**src/inc/tcc_pkg.sv**
```systemverilog
// package for the timer capture, control and status block
package tcc_pkg;
    // register byte addresses
    localparam logic [7:0] TCC_ADDR_CTRL = 8'h12;
    localparam logic [7:0] TCC_ADDR_FLAGS = 8'h13;
    localparam logic [7:0] TCC_ADDR_CAP_HI = 8'h14;
    localparam logic [7:0] TCC_ADDR_CAP_LO = 8'h15;
    localparam logic [7:0] TCC_ADDR_CMP_HI = 8'h16;
    localparam logic [7:0] TCC_ADDR_CMP_LO = 8'h17;
    localparam logic [7:0] TCC_ADDR_CNT_HI = 8'h18;
    localparam logic [7:0] TCC_ADDR_CNT_LO = 8'h19;
    localparam logic [7:0] TCC_ADDR_ALT_HI = 8'h1a;
    localparam logic [7:0] TCC_ADDR_ALT_LO = 8'h1b;
    // control field positions
    localparam int TCC_BIT_CAP_IE = 7;
    localparam int TCC_BIT_MATCH_IE = 6;
    localparam int TCC_BIT_WRAP_IE = 5;
    localparam int TCC_BIT_EDGE = 1;
    localparam int TCC_BIT_LEVEL = 0;
    // flag field positions
    localparam int TCC_BIT_CAP_F = 7;
    localparam int TCC_BIT_MATCH_F = 6;
    localparam int TCC_BIT_WRAP_F = 5;
    // reset values
    localparam logic [15:0] TCC_COUNT_RST = 16'hfffc;
    localparam logic [1:0] TCC_PRESCALE_RST = 2'h0;
    // prescaler: counter steps when prescale reaches this value (every four clocks)
    localparam logic [1:0] TCC_PRESCALE_LAST = 2'h3;
    // prescaler phase in which compare is evaluated
    localparam logic [1:0] TCC_CMP_PHASE = 2'h0;
    // two-step access sequence state
    typedef enum logic [0:0] {
        TCC_SEQ_IDLE = 1'b0,
        TCC_SEQ_HELD = 1'b1
    } tcc_seq_t;
endpackage

```
**src/rtl/tcc_timer.sv**
```systemverilog
// timer capture, control and status logic with free-running counter
//
// What this block does
// - capture count on selected edge of pin
// - captured value is one above prior count
// - edges overwrite capture unless held, flag regardless
// - high byte read blocks capture until low
// - low byte read alone never blocks capture
// - a transfer in the cycle of a high byte read still loads capture
// - reset keeps capture register contents
// - control byte layout, bits four-two zero
// - enables gate interrupt, cleared by reset
// - reset keeps capture edge select
// - match loads level bit into pin register
// - compare pin low in reset until match
// - status top bits are read-only flags
// - capture flag set, cleared by status-then-low
// - match flag set, cleared by status-then-low
// - wrap flag set, cleared by status-then-count-low
// - reset keeps all three flags
// - mirror reads same count, never clears wrap
// - status access arms only flags then set
// - wait keeps running, stop freezes state
// - counter advances every four clocks
// - counter resets to fffc, read-only
`timescale 1ns/1ps
module tcc_timer
    import tcc_pkg::*;
(
    input wire logic mclk,
    input wire logic arst_n,
    input wire logic clk_en,
    input wire logic stop_mode,
    input wire logic [7:0] bus_addr,
    input wire logic bus_rd,
    input wire logic bus_wr,
    input wire logic [7:0] bus_wdata,
    output logic [7:0] bus_rdata,
    input wire logic capture_in,
    output logic compare_out_pin,
    output logic timer_irq
);

    // run only when enabled and not in stop mode; wait mode keeps running
    logic run;
    assign run = clk_en && !stop_mode;

    // bus access decode helper
    function automatic logic hit(input logic [7:0] a, input logic [7:0] b);
        return a == b;
    endfunction

    // any bus access strobe
    logic acc;
    assign acc = bus_rd || bus_wr;

    // prescaler and free-running counter
    logic [1:0] pre_q;
    logic [15:0] count_q;
    logic step;
    assign step = (pre_q == TCC_PRESCALE_LAST);

    // divide by four, counter preset on reset
    always_ff @(posedge mclk or negedge arst_n) begin
        if (!arst_n) begin
            pre_q <= TCC_PRESCALE_RST;
            count_q <= TCC_COUNT_RST;
        end else if (run) begin
            // prescaler rolls every four cycles; counter steps on its last phase
            pre_q <= pre_q + 2'h1;
            if (step) begin
                count_q <= count_q + 16'h0001;
            end
        end
    end

    // counter low-byte latch for coherent two-byte reads
    logic [7:0] cnt_buf_q;
    logic cnt_held_q;
    // latch low byte on high byte read, release on low byte read
    always_ff @(posedge mclk or negedge arst_n) begin
        if (!arst_n) begin
            cnt_buf_q <= 8'h00;
            cnt_held_q <= 1'b0;
        end else if (run && bus_rd) begin
            if (hit(bus_addr, TCC_ADDR_CNT_HI) || hit(bus_addr, TCC_ADDR_ALT_HI)) begin
                // repeated high reads keep the first buffered byte
                if (!cnt_held_q) begin
                    cnt_buf_q <= count_q[7:0];
                end
                cnt_held_q <= 1'b1;
            end else if (hit(bus_addr, TCC_ADDR_CNT_LO) || hit(bus_addr, TCC_ADDR_ALT_LO)) begin
                cnt_held_q <= 1'b0;
            end
        end
    end

    // control register: enables reset, edge select kept
    logic cap_ie_q, match_ie_q, wrap_ie_q, level_q;
    logic edge_sel_q;
    always_ff @(posedge mclk or negedge arst_n) begin
        if (!arst_n) begin
            cap_ie_q <= 1'b0;
            match_ie_q <= 1'b0;
            wrap_ie_q <= 1'b0;
            level_q <= 1'b0;
        end else if (run && bus_wr && hit(bus_addr, TCC_ADDR_CTRL)) begin
            cap_ie_q <= bus_wdata[TCC_BIT_CAP_IE];
            match_ie_q <= bus_wdata[TCC_BIT_MATCH_IE];
            wrap_ie_q <= bus_wdata[TCC_BIT_WRAP_IE];
            level_q <= bus_wdata[TCC_BIT_LEVEL];
        end
    end

    // edge select has no reset term
    always_ff @(posedge mclk) begin
        if (run && bus_wr && hit(bus_addr, TCC_ADDR_CTRL)) begin
            edge_sel_q <= bus_wdata[TCC_BIT_EDGE];
        end
    end

    // compare register, not touched by reset; high write inhibits compare
    logic [15:0] cmp_q;
    always_ff @(posedge mclk) begin
        if (run && bus_wr && hit(bus_addr, TCC_ADDR_CMP_HI)) begin
            cmp_q[15:8] <= bus_wdata;
        end
        if (run && bus_wr && hit(bus_addr, TCC_ADDR_CMP_LO)) begin
            cmp_q[7:0] <= bus_wdata;
        end
    end

    tcc_seq_t cmp_seq_q;
    // compare inhibit after high byte write until low byte write
    always_ff @(posedge mclk or negedge arst_n) begin
        if (!arst_n) begin
            cmp_seq_q <= TCC_SEQ_IDLE;
        end else if (run && bus_wr) begin
            if (hit(bus_addr, TCC_ADDR_CMP_HI)) begin
                cmp_seq_q <= TCC_SEQ_HELD;
            end else if (hit(bus_addr, TCC_ADDR_CMP_LO)) begin
                cmp_seq_q <= TCC_SEQ_IDLE;
            end
        end
    end

    // compare once per prescaler period
    logic match_ev;
    assign match_ev = run && pre_q == TCC_CMP_PHASE && cmp_seq_q == TCC_SEQ_IDLE
                      && count_q == cmp_q;

    // output level register drives the pin, cleared by reset
    always_ff @(posedge mclk or negedge arst_n) begin
        if (!arst_n) begin
            compare_out_pin <= 1'b0;
        end else if (match_ev) begin
            compare_out_pin <= level_q;
        end
    end

    // capture edge detector; pin sampled synchronously
    logic cap_prev_q;
    always_ff @(posedge mclk) begin
        if (run) begin
            cap_prev_q <= capture_in;
        end
    end

    // qualifying edge of the selected polarity
    logic edge_ev;
    assign edge_ev = run && (edge_sel_q ? (capture_in && !cap_prev_q)
                                        : (!capture_in && cap_prev_q));

    // capture high read holds transfers until low read
    tcc_seq_t cap_seq_q;
    always_ff @(posedge mclk or negedge arst_n) begin
        if (!arst_n) begin
            cap_seq_q <= TCC_SEQ_IDLE;
        end else if (run && bus_rd) begin
            if (hit(bus_addr, TCC_ADDR_CAP_HI)) begin
                cap_seq_q <= TCC_SEQ_HELD;
            end else if (hit(bus_addr, TCC_ADDR_CAP_LO)) begin
                cap_seq_q <= TCC_SEQ_IDLE;
            end
        end
    end

    // capture register, not reset; one above the prior count
    logic [15:0] cap_q;
    logic cap_load;
    assign cap_load = edge_ev && cap_seq_q == TCC_SEQ_IDLE;
    always_ff @(posedge mclk) begin
        if (cap_load) begin
            cap_q <= count_q + 16'h0001;
        end
    end

    // flags: no reset; armed by status access while set
    logic cap_f_q, match_f_q, wrap_f_q;
    logic cap_arm_q, match_arm_q, wrap_arm_q;
    logic wrap_ev;
    assign wrap_ev = run && step && count_q == 16'hffff;

    // access decodes for the two-step flag clears
    logic st_acc, cap_lo_acc, cmp_lo_acc, cnt_lo_rd;
    assign st_acc = run && acc && hit(bus_addr, TCC_ADDR_FLAGS);
    assign cap_lo_acc = run && acc && hit(bus_addr, TCC_ADDR_CAP_LO);
    assign cmp_lo_acc = run && acc && hit(bus_addr, TCC_ADDR_CMP_LO);
    assign cnt_lo_rd = run && bus_rd && hit(bus_addr, TCC_ADDR_CNT_LO);

    // flag set wins over clear; arms reflect flag at status access
    // no reset branch, so the flags ride through reset
    always_ff @(posedge mclk) begin
        if (edge_ev) begin
            cap_f_q <= 1'b1;
        end else if (cap_lo_acc && cap_arm_q) begin
            cap_f_q <= 1'b0;
        end
        if (match_ev) begin
            match_f_q <= 1'b1;
        end else if (cmp_lo_acc && match_arm_q) begin
            match_f_q <= 1'b0;
        end
        if (wrap_ev) begin
            wrap_f_q <= 1'b1;
        end else if (cnt_lo_rd && wrap_arm_q) begin
            wrap_f_q <= 1'b0;
        end
    end

    // arm latches: reset clears them, flags themselves kept
    always_ff @(posedge mclk or negedge arst_n) begin
        if (!arst_n) begin
            cap_arm_q <= 1'b0;
            match_arm_q <= 1'b0;
            wrap_arm_q <= 1'b0;
        end else if (st_acc) begin
            cap_arm_q <= cap_f_q;
            match_arm_q <= match_f_q;
            wrap_arm_q <= wrap_f_q;
        end else begin
            // the associated access ends an armed sequence
            if (cap_lo_acc) begin
                cap_arm_q <= 1'b0;
            end
            if (cmp_lo_acc) begin
                match_arm_q <= 1'b0;
            end
            if (cnt_lo_rd) begin
                wrap_arm_q <= 1'b0;
            end
        end
    end

    // single interrupt from any enabled flag
    assign timer_irq = (cap_f_q && cap_ie_q) || (match_f_q && match_ie_q)
                       || (wrap_f_q && wrap_ie_q);

    // read data mux, registered; a capture in the cycle of a high byte read still loads
    always_ff @(posedge mclk or negedge arst_n) begin
        if (!arst_n) begin
            bus_rdata <= 8'h00;
        end else if (run && bus_rd) begin
            if (hit(bus_addr, TCC_ADDR_CTRL)) begin
                bus_rdata <= {cap_ie_q, match_ie_q, wrap_ie_q, 3'h0, edge_sel_q, level_q};
            end else if (hit(bus_addr, TCC_ADDR_FLAGS)) begin
                bus_rdata <= {cap_f_q, match_f_q, wrap_f_q, 5'h00};
            end else if (hit(bus_addr, TCC_ADDR_CAP_HI)) begin
                bus_rdata <= cap_q[15:8];
            end else if (hit(bus_addr, TCC_ADDR_CAP_LO)) begin
                bus_rdata <= cap_q[7:0];
            end else if (hit(bus_addr, TCC_ADDR_CMP_HI)) begin
                bus_rdata <= cmp_q[15:8];
            end else if (hit(bus_addr, TCC_ADDR_CMP_LO)) begin
                bus_rdata <= cmp_q[7:0];
            end else if (hit(bus_addr, TCC_ADDR_CNT_HI) || hit(bus_addr, TCC_ADDR_ALT_HI)) begin
                bus_rdata <= count_q[15:8];
            end else if (hit(bus_addr, TCC_ADDR_CNT_LO) || hit(bus_addr, TCC_ADDR_ALT_LO)) begin
                bus_rdata <= cnt_held_q ? cnt_buf_q : count_q[7:0];
            end else begin
                bus_rdata <= 8'h00;
            end
        end
    end

    // assertions
    // every property is disabled while reset is held
    property p_capture_value;
        @(posedge mclk) disable iff (!arst_n)
        cap_load |=> cap_q == $past(count_q) + 16'h0001;
    endproperty
    a_capture_value: assert property (p_capture_value) else $error("bad capture value");

    property p_capture_block;
        @(posedge mclk) disable iff (!arst_n)
        (cap_seq_q == TCC_SEQ_HELD) |=> $stable(cap_q);
    endproperty
    a_capture_block: assert property (p_capture_block) else $error("capture while held");

    property p_capture_flag_set;
        @(posedge mclk) disable iff (!arst_n)
        edge_ev |=> cap_f_q;
    endproperty
    a_capture_flag_set: assert property (p_capture_flag_set) else $error("capture flag unset");

    property p_wrap_set;
        @(posedge mclk) disable iff (!arst_n)
        wrap_ev |=> wrap_f_q && count_q == 16'h0000;
    endproperty
    a_wrap_set: assert property (p_wrap_set) else $error("wrap flag not set");

    property p_step_four;
        @(posedge mclk) disable iff (!arst_n)
        (run && step) ##1 (run [*4]) |-> count_q == $past(count_q, 1);
    endproperty
    a_step_four: assert property (p_step_four) else $error("counter step spacing");

    property p_pin_level;
        @(posedge mclk) disable iff (!arst_n)
        match_ev |=> compare_out_pin == $past(level_q);
    endproperty
    a_pin_level: assert property (p_pin_level) else $error("pin level wrong");

    property p_irq;
        @(posedge mclk) disable iff (!arst_n)
        (wrap_f_q && wrap_ie_q) |-> timer_irq;
    endproperty
    a_irq: assert property (p_irq) else $error("irq missing");

    property p_mirror_keeps;
        @(posedge mclk) disable iff (!arst_n)
        (wrap_f_q && run && bus_rd && hit(bus_addr, TCC_ADDR_ALT_LO)) |=> wrap_f_q;
    endproperty
    a_mirror_keeps: assert property (p_mirror_keeps) else $error("mirror cleared wrap");

    property p_stop_freeze;
        @(posedge mclk) disable iff (!arst_n)
        (clk_en && stop_mode) |=> $stable(count_q);
    endproperty
    a_stop_freeze: assert property (p_stop_freeze) else $error("counter ran in stop");

    property p_ctrl_zero;
        @(posedge mclk) disable iff (!arst_n)
        (run && bus_rd && hit(bus_addr, TCC_ADDR_CTRL)) |=> bus_rdata[4:2] == 3'h0;
    endproperty
    a_ctrl_zero: assert property (p_ctrl_zero) else $error("control spare bits set");

    property p_low_read_free;
        @(posedge mclk) disable iff (!arst_n)
        (run && bus_rd && hit(bus_addr, TCC_ADDR_CAP_LO)) |=> cap_seq_q == TCC_SEQ_IDLE;
    endproperty
    a_low_read_free: assert property (p_low_read_free) else $error("low read blocked");

    property p_arm_only_set;
        @(posedge mclk) disable iff (!arst_n)
        (st_acc && !wrap_f_q) |=> !wrap_arm_q;
    endproperty
    a_arm_only_set: assert property (p_arm_only_set) else $error("clear flag armed");

    property p_pin_hold;
        @(posedge mclk) disable iff (!arst_n)
        !match_ev |=> $stable(compare_out_pin);
    endproperty
    a_pin_hold: assert property (p_pin_hold) else $error("pin moved without match");

    // main scenarios reached
    c_cap_held: cover property (@(posedge mclk) disable iff (!arst_n)
        cap_seq_q == TCC_SEQ_HELD && edge_ev);
    c_capture: cover property (@(posedge mclk) disable iff (!arst_n) cap_load);
    c_wrap: cover property (@(posedge mclk) disable iff (!arst_n) wrap_ev);
    c_match: cover property (@(posedge mclk) disable iff (!arst_n) match_ev);
    c_cap_clear: cover property (@(posedge mclk) disable iff (!arst_n)
        cap_f_q ##1 !cap_f_q);

endmodule

```
**config.mk**
```make
export PLATFORM = sky130hd
export DESIGN_NAME = tcc_timer
export DESIGN_NICKNAME = d
export VERILOG_FILES = /design/src/inc/tcc_pkg.sv /design/src/rtl/tcc_timer.sv
export SDC_FILE = /design/constraint.sdc
export NUM_CORES = 1
export LEC_CHECK = 0
export ABC_AREA = 0
export BUFFER_PORTS_ARGS = -buffer_cell sky130_fd_sc_hd__buf_2
export CORE_ASPECT_RATIO = 0.9
export CORE_MARGIN = 2
export CORE_UTILIZATION = 55
export CTS_CLUSTER_SIZE = 28
export DETAILED_ROUTE_END_ITERATION = 8
export PLACE_DENSITY = 0.82
export SLEW_MARGIN = 20
export SYNTH_ARGS = -nofsm -noshare
export SYNTH_HDL_FRONTEND = slang
export SYNTH_SLANG_ARGS = --single-unit
```
**constraint.sdc**
```tcl
create_clock -name mclk -period 3.05 [get_ports mclk]
set_clock_uncertainty 0.05 [all_clocks]
set_input_delay 0.61 -clock mclk [delete_from_list [all_inputs] [get_ports mclk]]
set_output_delay 0.61 -clock mclk [all_outputs]
set_load 0.05 [all_outputs]
```
==> results of run 1 <==
==> synth_stat cells (2+ instances only) <==
cell                        count  area share
sky130_fd_sc_hd__a22oi_1        4      0.0072
sky130_fd_sc_hd__o2bb2ai_1      2      0.0042
sky130_fd_sc_hd__nor4_1         4      0.0060
sky130_fd_sc_hd__buf_1          2      0.0018
sky130_fd_sc_hd__a221o_1        2      0.0048
sky130_fd_sc_hd__clkbuf_1      24       0.022
sky130_fd_sc_hd__dfstp_2       14       0.088
sky130_fd_sc_hd__dfxtp_1        3       0.014
sky130_fd_sc_hd__dfrtp_1       31        0.19
sky130_fd_sc_hd__nor3b_1        2      0.0036
sky130_fd_sc_hd__nand2b_1       7       0.011
sky130_fd_sc_hd__a21oi_1       20       0.024
sky130_fd_sc_hd__a21boi_0       2      0.0036
sky130_fd_sc_hd__xnor2_1       22       0.046
sky130_fd_sc_hd__nand4_1        6      0.0090
sky130_fd_sc_hd__nand2_1       34       0.031
sky130_fd_sc_hd__mux4_2         2       0.011
sky130_fd_sc_hd__a22o_1         2      0.0042
sky130_fd_sc_hd__inv_1         10      0.0090
sky130_fd_sc_hd__mux2_2         9       0.024
sky130_fd_sc_hd__nor2b_1        5      0.0075
sky130_fd_sc_hd__nor2_1        31       0.028
sky130_fd_sc_hd__mux2_1         4       0.011
sky130_fd_sc_hd__xor2_1        24       0.050
sky130_fd_sc_hd__and3_1         6      0.0090
sky130_fd_sc_hd__edfxtp_1      34        0.24
sky130_fd_sc_hd__nand3b_1       3      0.0054
sky130_fd_sc_hd__mux2i_1       14       0.034
sky130_fd_sc_hd__o22a_1         2      0.0042
sky130_fd_sc_hd__o21bai_1       2      0.0036
sky130_fd_sc_hd__ha_1           3      0.0090
sky130_fd_sc_hd__o21ai_0        9       0.011
sky130_fd_sc_hd__o22ai_1        2      0.0030
sky130_fd_sc_hd__a31oi_1        2      0.0030
sky130_fd_sc_hd__o31ai_1        6       0.011
sky130_fd_sc_hd__and2_1         2      0.0030
sky130_fd_sc_hd__nor3_1        10       0.012
sky130_fd_sc_hd__nand3_1        9       0.011
sky130_fd_sc_hd__a221oi_1       3      0.0063
==> worst reg2reg max path, stage by stage (launching register included) <==
cell                      delay [ns]
sky130_fd_sc_hd__dfstp_2        0.64
sky130_fd_sc_hd__nand3_1        0.27
sky130_fd_sc_hd__or3_1          0.52
sky130_fd_sc_hd__nor3_1         0.29
sky130_fd_sc_hd__nand2_1        0.11
sky130_fd_sc_hd__xnor2_1        0.13
==> power by group through the flow <==
stage          clock, W  combinational [W]  sequential [W]
2_1_floorplan         0           0.000226         0.00129
3_3_place_gp          0           0.000304         0.00132
3_5_place_dp          0           0.000316         0.00132
4_1_cts        0.000820           0.000318         0.00130
5_1_grt        0.000868           0.000358         0.00131
6_report       0.000816           0.000317         0.00130
==> how the worst max path moves through the flow <==
stage	slack, ns	cells after the start	end
finish	0.69	6	level_q
global route	0.64	6	cap_ie_q
CTS	0.72	6	level_q
detailed placement	0.34	6	cap_ie_q
global placement	0.42	6	level_q
floorplan	0.53	6	cmp_q[0]
==> per-stage QoR <==
stage | std cells | power [W]
after CTS | 507 | 0.00244
after detailed placement | 491 | 0.00164
final | 507 | 0.00243
after global routing | 507 | 0.00254
after global placement | 491 | 0.00162
after floorplan | 384 | 0.00152
==> layout make-up <==
cell class              count  area (um^2)
fillers                   623         2840
flip-flops and latches     82         2220
multi-input cells         263         1780
repair buffers             40          223
clock buffers              11          153
well taps                  96          120
clock inverters             5         52.6
inverters                  10         37.5
==> cells by family (layout without fill, tap and decap cells) <==
family          count (synthesis)  count (layout)  share of synthesized area
simple gates                  123             123                      0.145
flops                          82              82                      0.534
compound gates                 62              62                     0.0982
xor+xnor                       46              46                     0.0967
buf+inv                        39              66                     0.0381
mux                            29              29                     0.0796
fa+ha+maj                       3               3                    0.00901
==> cell usage in the layout (no fill, tap or decap), drive strengths merged, types with 6 or more instances in the layout <==
master and instances:
and3 6, nor3 11, nor2 31, inv 10, nand2 34, mux2 13
o31ai 6, nand3 9, o21ai 9, clkbuf 11, a21oi 20, dfstp 14
mux2i 14, nand2b 7, xor2 24, dfrtp 31, buf 40, edfxtp 34
xnor2 22, nand4 6
==> registers in the layout, indices dropped and copies added (netlist names), 2 cells and up <==
name and flops:
cap_q 16, cmp_q 16, count_q 16, bus_rdata 8, cnt_buf_q 8, pre_q 2
==> per-layer routing <==
layer	routed length [um]	global-route usage
met5	0	0
met4	122	0.0701
met1	4420	0.375
met3	643	0.0557
met2	4650	0.394
==> summary by stage, run 1 <==
Worst setup path
In this run the worst path has a maximum fanout of 8. The slowest library cell on the worst path is sky130_fd_sc_hd__or4b_1. The kind of critical path is input port to flip-flop. The endpoint identified for the worst register-to-register timing path is cap_q[13].

The sum of buffers and inverters on the critical path is 1. STA puts the critical path data required time at 3.25 ns. The most critical setup path has its startpoint at bus_addr[5]. The arrival time of data at the critical path endpoint is 2.55 ns.

For the worst flop-to-flop path, the logic depth is 5. In this design, the stage delay of the slowest critical-path cell is 0.57 ns. The kind of launch point of the worst setup path is an input port. The worst register-to-register path has a setup slack of 0.82 ns. The top cell family by delay on the critical path is simple AND/OR/NAND/NOR gates. The launch instance of the worst register-to-register path is count_q[2]. Walking the worst path, the cells encountered are buf_2 -> or4b_1 -> or2_1 -> nor3_4 -> and3_1 -> mux2_1. STA classifies the critical path endpoint as a flip-flop.

Layout
The fraction of final layout cells sized beyond drive strength 1 is 0.195. The area growth from synthesis to layout is 10.2%. 0 antenna diodes ended up in the layout. The final design instance area without fill is 4590 um^2. The core utilization of the finished layout is 0.618. The count of nets after finishing is 432.

Clock network
CTS saw 82 sinks. TritonCTS built the clock tree. The library cell used as clock root buffer is sky130_fd_sc_hd__clkbuf_8. The clock insertion delay at the later pin of the skew report is 0.37 ns. The number of hold-repair buffers added at the cts stage is 0.

The number of levels in the clock H-tree is 3. After clock tree synthesis, the clock-pin slew on the worst setup and hold paths is 0.08 ns. In this run, CTS created clock tree buffers numbering 9. The clock passes through at most 2 buffers. The post-cts sizing count is 0. The total setup buffers inserted after CTS is 0.

Yosys
The net count of the mapped netlist is 410. In the synthesized netlist, the number of instances is 384. Averaged over all synthesized cells, the footprint is 10.9 um^2. The share of flip-flops with an asynchronous set or reset is 0.549.

After synthesis the cells add up to 4170 um^2. The count of flip-flops with a built-in enable after synthesis is 34. In this run, synthesis produced a sequential element count of 82. The sequential share of the synthesized area is 0.534. Counting distinct cell types in the post-synthesis netlist gives 50. During synthesis, Yosys emitted a total of 0 warnings. The prevailing post-synth register cell is sky130_fd_sc_hd__edfxtp_1.

Run status
The run finished with clean final reports.

Global routing
The initial antenna violation count is 0. The total congestion overflow after global routing is 0. Entering global routing, the biggest net connects 46 pins. The total routing usage reported by global routing is 0.257.

The wire length of the first global-routing pass is 15800 um. The number of global-route vias before repair is 2917.

STA
Setup violations remaining at the end of the flow were counted as 0. On the final layout, the worst hold slack is 0.194 ns. The clock period minus final worst setup slack is 2.36 ns. The headroom to the max-slew limit is 0.582. Based on the critical path, the design can be clocked at up to 424 MHz. The slack of the critical path is 0.692 ns.

The worst-margin pin slew is 0.627 ns. Setup repair after global routing left no endpoint under its margin. The total count of max-transition violations in the final report is 0.

The final sum of negative setup slack is 0 ns. The portion of the clock cycle consumed by the worst path in the final layout is 0.773. The hold violation total from the final report was 0.

Floorplan
The core region is 7430 um^2. The die extent in x is 95.8 um. The initial utilization of the core area, before any placement, comes to 0.561. The placement row count is 30. The chip height is 86.6 um. The I/O pin count is 33.

The die covers 8290 um^2.

Pwr
Cell internal power was estimated by the tool at 0.00177 W. The leakage power of the design is 1.91 nW. The switching share of power is 0.272. The switching component of the power is 0.000661 W.

Across the VDD grid, the largest voltage drop is 0.327 mV. The share of total power dissipated in sequential elements is 0.534. The proportion of power drawn by combinational gates is 0.130. The power density over the cells is 529 nW/um^2.

The share of total power dissipated in the clock network is 0.336.

Place
The area of placed instances is 4390 um^2. The post-detailed-placement half-perimeter wirelength is 7150 um. The post-placement setup slack is 0.337 ns. Routability-driven placement finished with a final weighted congestion of 0.961. The quantity of I/O buffers inserted on ports is 32.

Drt
The average detailed-routed wire length per instance is 19.4 um. Once detail routing completed, the nets flagged for antenna violations numbered 0. The count of TritonRoute iterations in the first routing pass is 5. The post-detailed-routing wire length is 9840 um. For this run, design rule violations remaining after detail routing come to 0. Using the TritonRoute via totals, the vias-per-cell ratio works out to 5.97. For this block, the initial DRC count from the detailed router was 233.

The via count is 3029.

Min path
In this run the worst hold path is classified as input port to asynchronous set/reset pin.

Run
The count of max-cap constraint violations is 0.
Power figures use the tool's default switching activity.
==> run 2, diff against run 1 <==
==> constraint.sdc (replaced) <==
create_clock -name mclk -period 2.33 [get_ports mclk]
set_clock_uncertainty 0.05 [all_clocks]
set_input_delay 0.466 -clock mclk [delete_from_list [all_inputs] [get_ports mclk]]
set_output_delay 0.466 -clock mclk [all_outputs]
set_load 0.05 [all_outputs]
==> run 2 against run 1 <==
  * Count of clock-buffer cells in the layout shrank 1
  * First-iteration DRC count is 53% higher
  * Critical path depth did not move
  * Flip-flop and latch count unchanged
  * Worst setup slack worse by 0.52 ns
  * Cell area up 3.4%
  * Sequential share of layout area decreased by 1.6 points
  * Final cell count up 2.8%
  * Critical path type is now flip-flop to flip-flop
  * Wire length grew 1.3%
  * Total power is 35% higher
  * Largest cell class unchanged
==> summary by stage, run 2 (synthesis gave the netlist of run 1 again) <==
Global routing
The pin count of the biggest net entering global routing is 25 (-46%). The initial antenna violation count is 0 (unchanged). The total congestion overflow after global routing is 0 (unchanged). The total routing usage reported by global routing is 0.260 (+0.00251). The number of global-route vias before repair came to 2938 (+0.72%).

The wire length of the first global-routing pass is 15800 um (about the same).

Floorplan
The chip height is 86.6 um (unchanged). The placement row count is 30 (unchanged). The starting density of the core came to 0.561 (unchanged). The die extent in x is 95.8 um (unchanged). The I/O pin count is 33 (unchanged). The core box area is 7430 um^2 (unchanged). The full die area came to 8290 um^2 (unchanged).

Worst setup path
The required time of the worst setup path is 2.40 ns (-0.85 ns). For this design, the slowest cell found on the critical path is sky130_fd_sc_hd__dfrtp_1. The highest net fanout along the worst path is 5 (-3). The critical path in this run is classified as flip-flop to flip-flop. The number of cells on the worst reg-to-reg path is 6 (+1). The capturing point of the worst reg2reg path is cap_q[10]. The capturing instance or port of the critical path is cap_q[10]. The launch instance of the worst register-to-register path is count_q[0]. The stage delay of the slowest cell on the critical path is 0.47 ns (-0.10 ns). STA classifies the critical path startpoint as a flip-flop. The register-to-register setup slack was 0.17 ns (-0.65 ns).

Walking the worst path, the cells encountered are ha_1 -> nand3_1 -> nor2_1 -> and3_1 -> and3_1 -> xor2_1. By instance count, the cell type seen most on the critical path is sky130_fd_sc_hd__and3_1. The endpoint type of the worst setup path is a flip-flop. The arrival time of data at the critical path endpoint came to 2.22 ns (-0.33 ns).

The launching element of the worst setup path is count_q[0].

Clock network
The library cell used as clock root buffer is sky130_fd_sc_hd__clkbuf_8. The number of CTS-inserted buffers is 9 (unchanged). The clock sink count is 82 (unchanged). The number of levels in the clock H-tree was 3 (unchanged). The total setup buffers inserted after CTS came to 0 (unchanged). The clock insertion delay at the later pin of the skew report was 0.36 ns (about the same). The number of hold-repair buffers added at the cts stage is 0 (unchanged). The CTS clock-pin slew for the worst setup and hold paths is 0.08 ns (about the same). The deepest clock path buffer count is 2 (unchanged).

TritonCTS built the clock tree. The post-cts sizing count was 0 (unchanged).

Drt
The via count is 3108 (+2.6%). The count of TritonRoute iterations in the first routing pass is 5 (unchanged). The number of nets still failing antenna checks after routing came to 0 (unchanged).

The count of unresolved DRC violations after routing is 0 (unchanged). The DRC violation total after the first TritonRoute iteration is 356 (+53%). The number of vias per cell after detailed routing was 5.97 (-0.15%). The average detailed-routed wire length per instance is 19.1 um (-1.4%). The post-detailed-routing wire length is 9980 um (+1.3%).

Place
The post-detailed-placement half-perimeter wirelength is 7400 um (+3.5%). The quantity of I/O buffers inserted on ports is 32 (unchanged). The total placed cells including tap cells is 505 (+2.9%). The global placer's final weighted congestion is 0.906 (-5.6%). The area of placed instances is 4530 um^2 (+3.3%).

Layout
The largest registers in the layout are cap_q x16, cmp_q x16, count_q x16. The area growth from synthesis to layout is 14.0%. The number of antenna cells inserted was 0 (unchanged).

The count of nets after finishing is 446 (+3.2%). The final design instance area without fill was 4750 um^2 (+3.4%). The non-filler instance count after layout came to 521 (+2.8%). The fraction of final layout cells sized beyond drive strength 1 came to 0.233 (+0.0383).

The fill cell total of the finished layout is 584 (-6.3%). In the layout the commonest cells are sky130_fd_sc_hd__nand2_1, sky130_fd_sc_hd__edfxtp_1, sky130_fd_sc_hd__buf_2.

STA
The worst-margin pin slew is 0.543 ns (-0.0838 ns). The headroom to the max-slew limit came to 0.638 (+0.0559). The hold violation total from the final report was 0 (unchanged).

The maximum operating frequency is 464 MHz. The total count of max-transition violations in the final report came to 0 (unchanged). The portion of the clock cycle consumed by the worst path in the final layout is 0.925. The worst path needs 2.16 ns of the cycle, external delays included. The number of setup violations in the final report is 0 (unchanged). Setup repair after global routing left no endpoint under its margin.

Pwr
The worst vdd rail ir drop is 0.461 mV (+41%). The overall power consumption came to 0.00327 W (+35%). The power density over the cells was 689 nW/um^2 (+30%). The leakage power of the design is 1.99 nW (+4.1%).

Min path
The kind of path behind the tightest hold check is input port to asynchronous set/reset pin.

Run status
The run finished with clean final reports.

Run
The count of max-cap constraint violations was 0 (unchanged).
[run 2: metrics by stage]
stage | TNS, ns | setup WS (ns) | util | hold slack [ns]
6_report | 0 | 0.174 | 0.639 | 0.0306
3_3_place_gp | 0 | 0.00506 | 0.610 | 0.414
3_5_place_dp | -0.0156 | -0.0156 | 0.610 | 0.423
5_1_grt | 0 | 0.0781 | 0.639 | 0.0598
4_1_cts | 0 | 0.197 | 0.639 | 0.0447
2_1_floorplan | -0.550 | -0.0365 | - | 0.120
[run 2: per-layer routing]
metal / GRT usage / part of all wire / vias up
li1: - / - / 1433
met1: 0.375 / 0.43 / 1485
met2: 0.397 / 0.47 / 170
met3: 0.0635 / 0.081 / 20
met4: 0.0688 / 0.021 / 0
met5: 0 / 0 / -
[run 2: worst min-delay path by stage]
stage | startpoint | end | depth (start not counted)
global route | arst_n | cnt_held_q | 1
detailed placement | bus_rdata[5] | bus_rdata[5] | 2
CTS | arst_n | bus_rdata[4] | 1
floorplan | arst_n | bus_rdata[0] | 0
global placement | bus_rdata[2] | bus_rdata[2] | 2
finish | arst_n | cnt_held_q | 1
[run 2: final cells by class]
| type | count | area [um^2] | area share |
|---|---|---|---|
| Inverter | 10 | 37.5 | 0.00790 |
| Clock buffer | 10 | 128 | 0.0269 |
| Clock inverter | 6 | 90.1 | 0.0190 |
| Timing Repair Buffer | 54 | 350 | 0.0738 |
| Multi-Input combinational cell | 263 | 1800 | 0.379 |
| Tap cell | 96 | 120 | 0.0253 |
| Sequential cell | 82 | 2220 | 0.468 |
[run 2: critical path, delay by kind of cell, from the launching register on]
kind,cells,cell delay [ns]
and+or+nand+nor,4,1.08
DFF,1,0.47
adders and majority gates,1,0.26
xor gates and xnor gates,1,0.07
[run 2: power breakdown]
part / leakage [nW] / total [W] / switching [W] / internal (W)
sequential: 0.914 / 0.00169 / 0.0000922 / 0.00160
combinational: 0.969 / 0.000448 / 0.000263 / 0.000186
clock: 0.107 / 0.00113 / 0.000524 / 0.000607
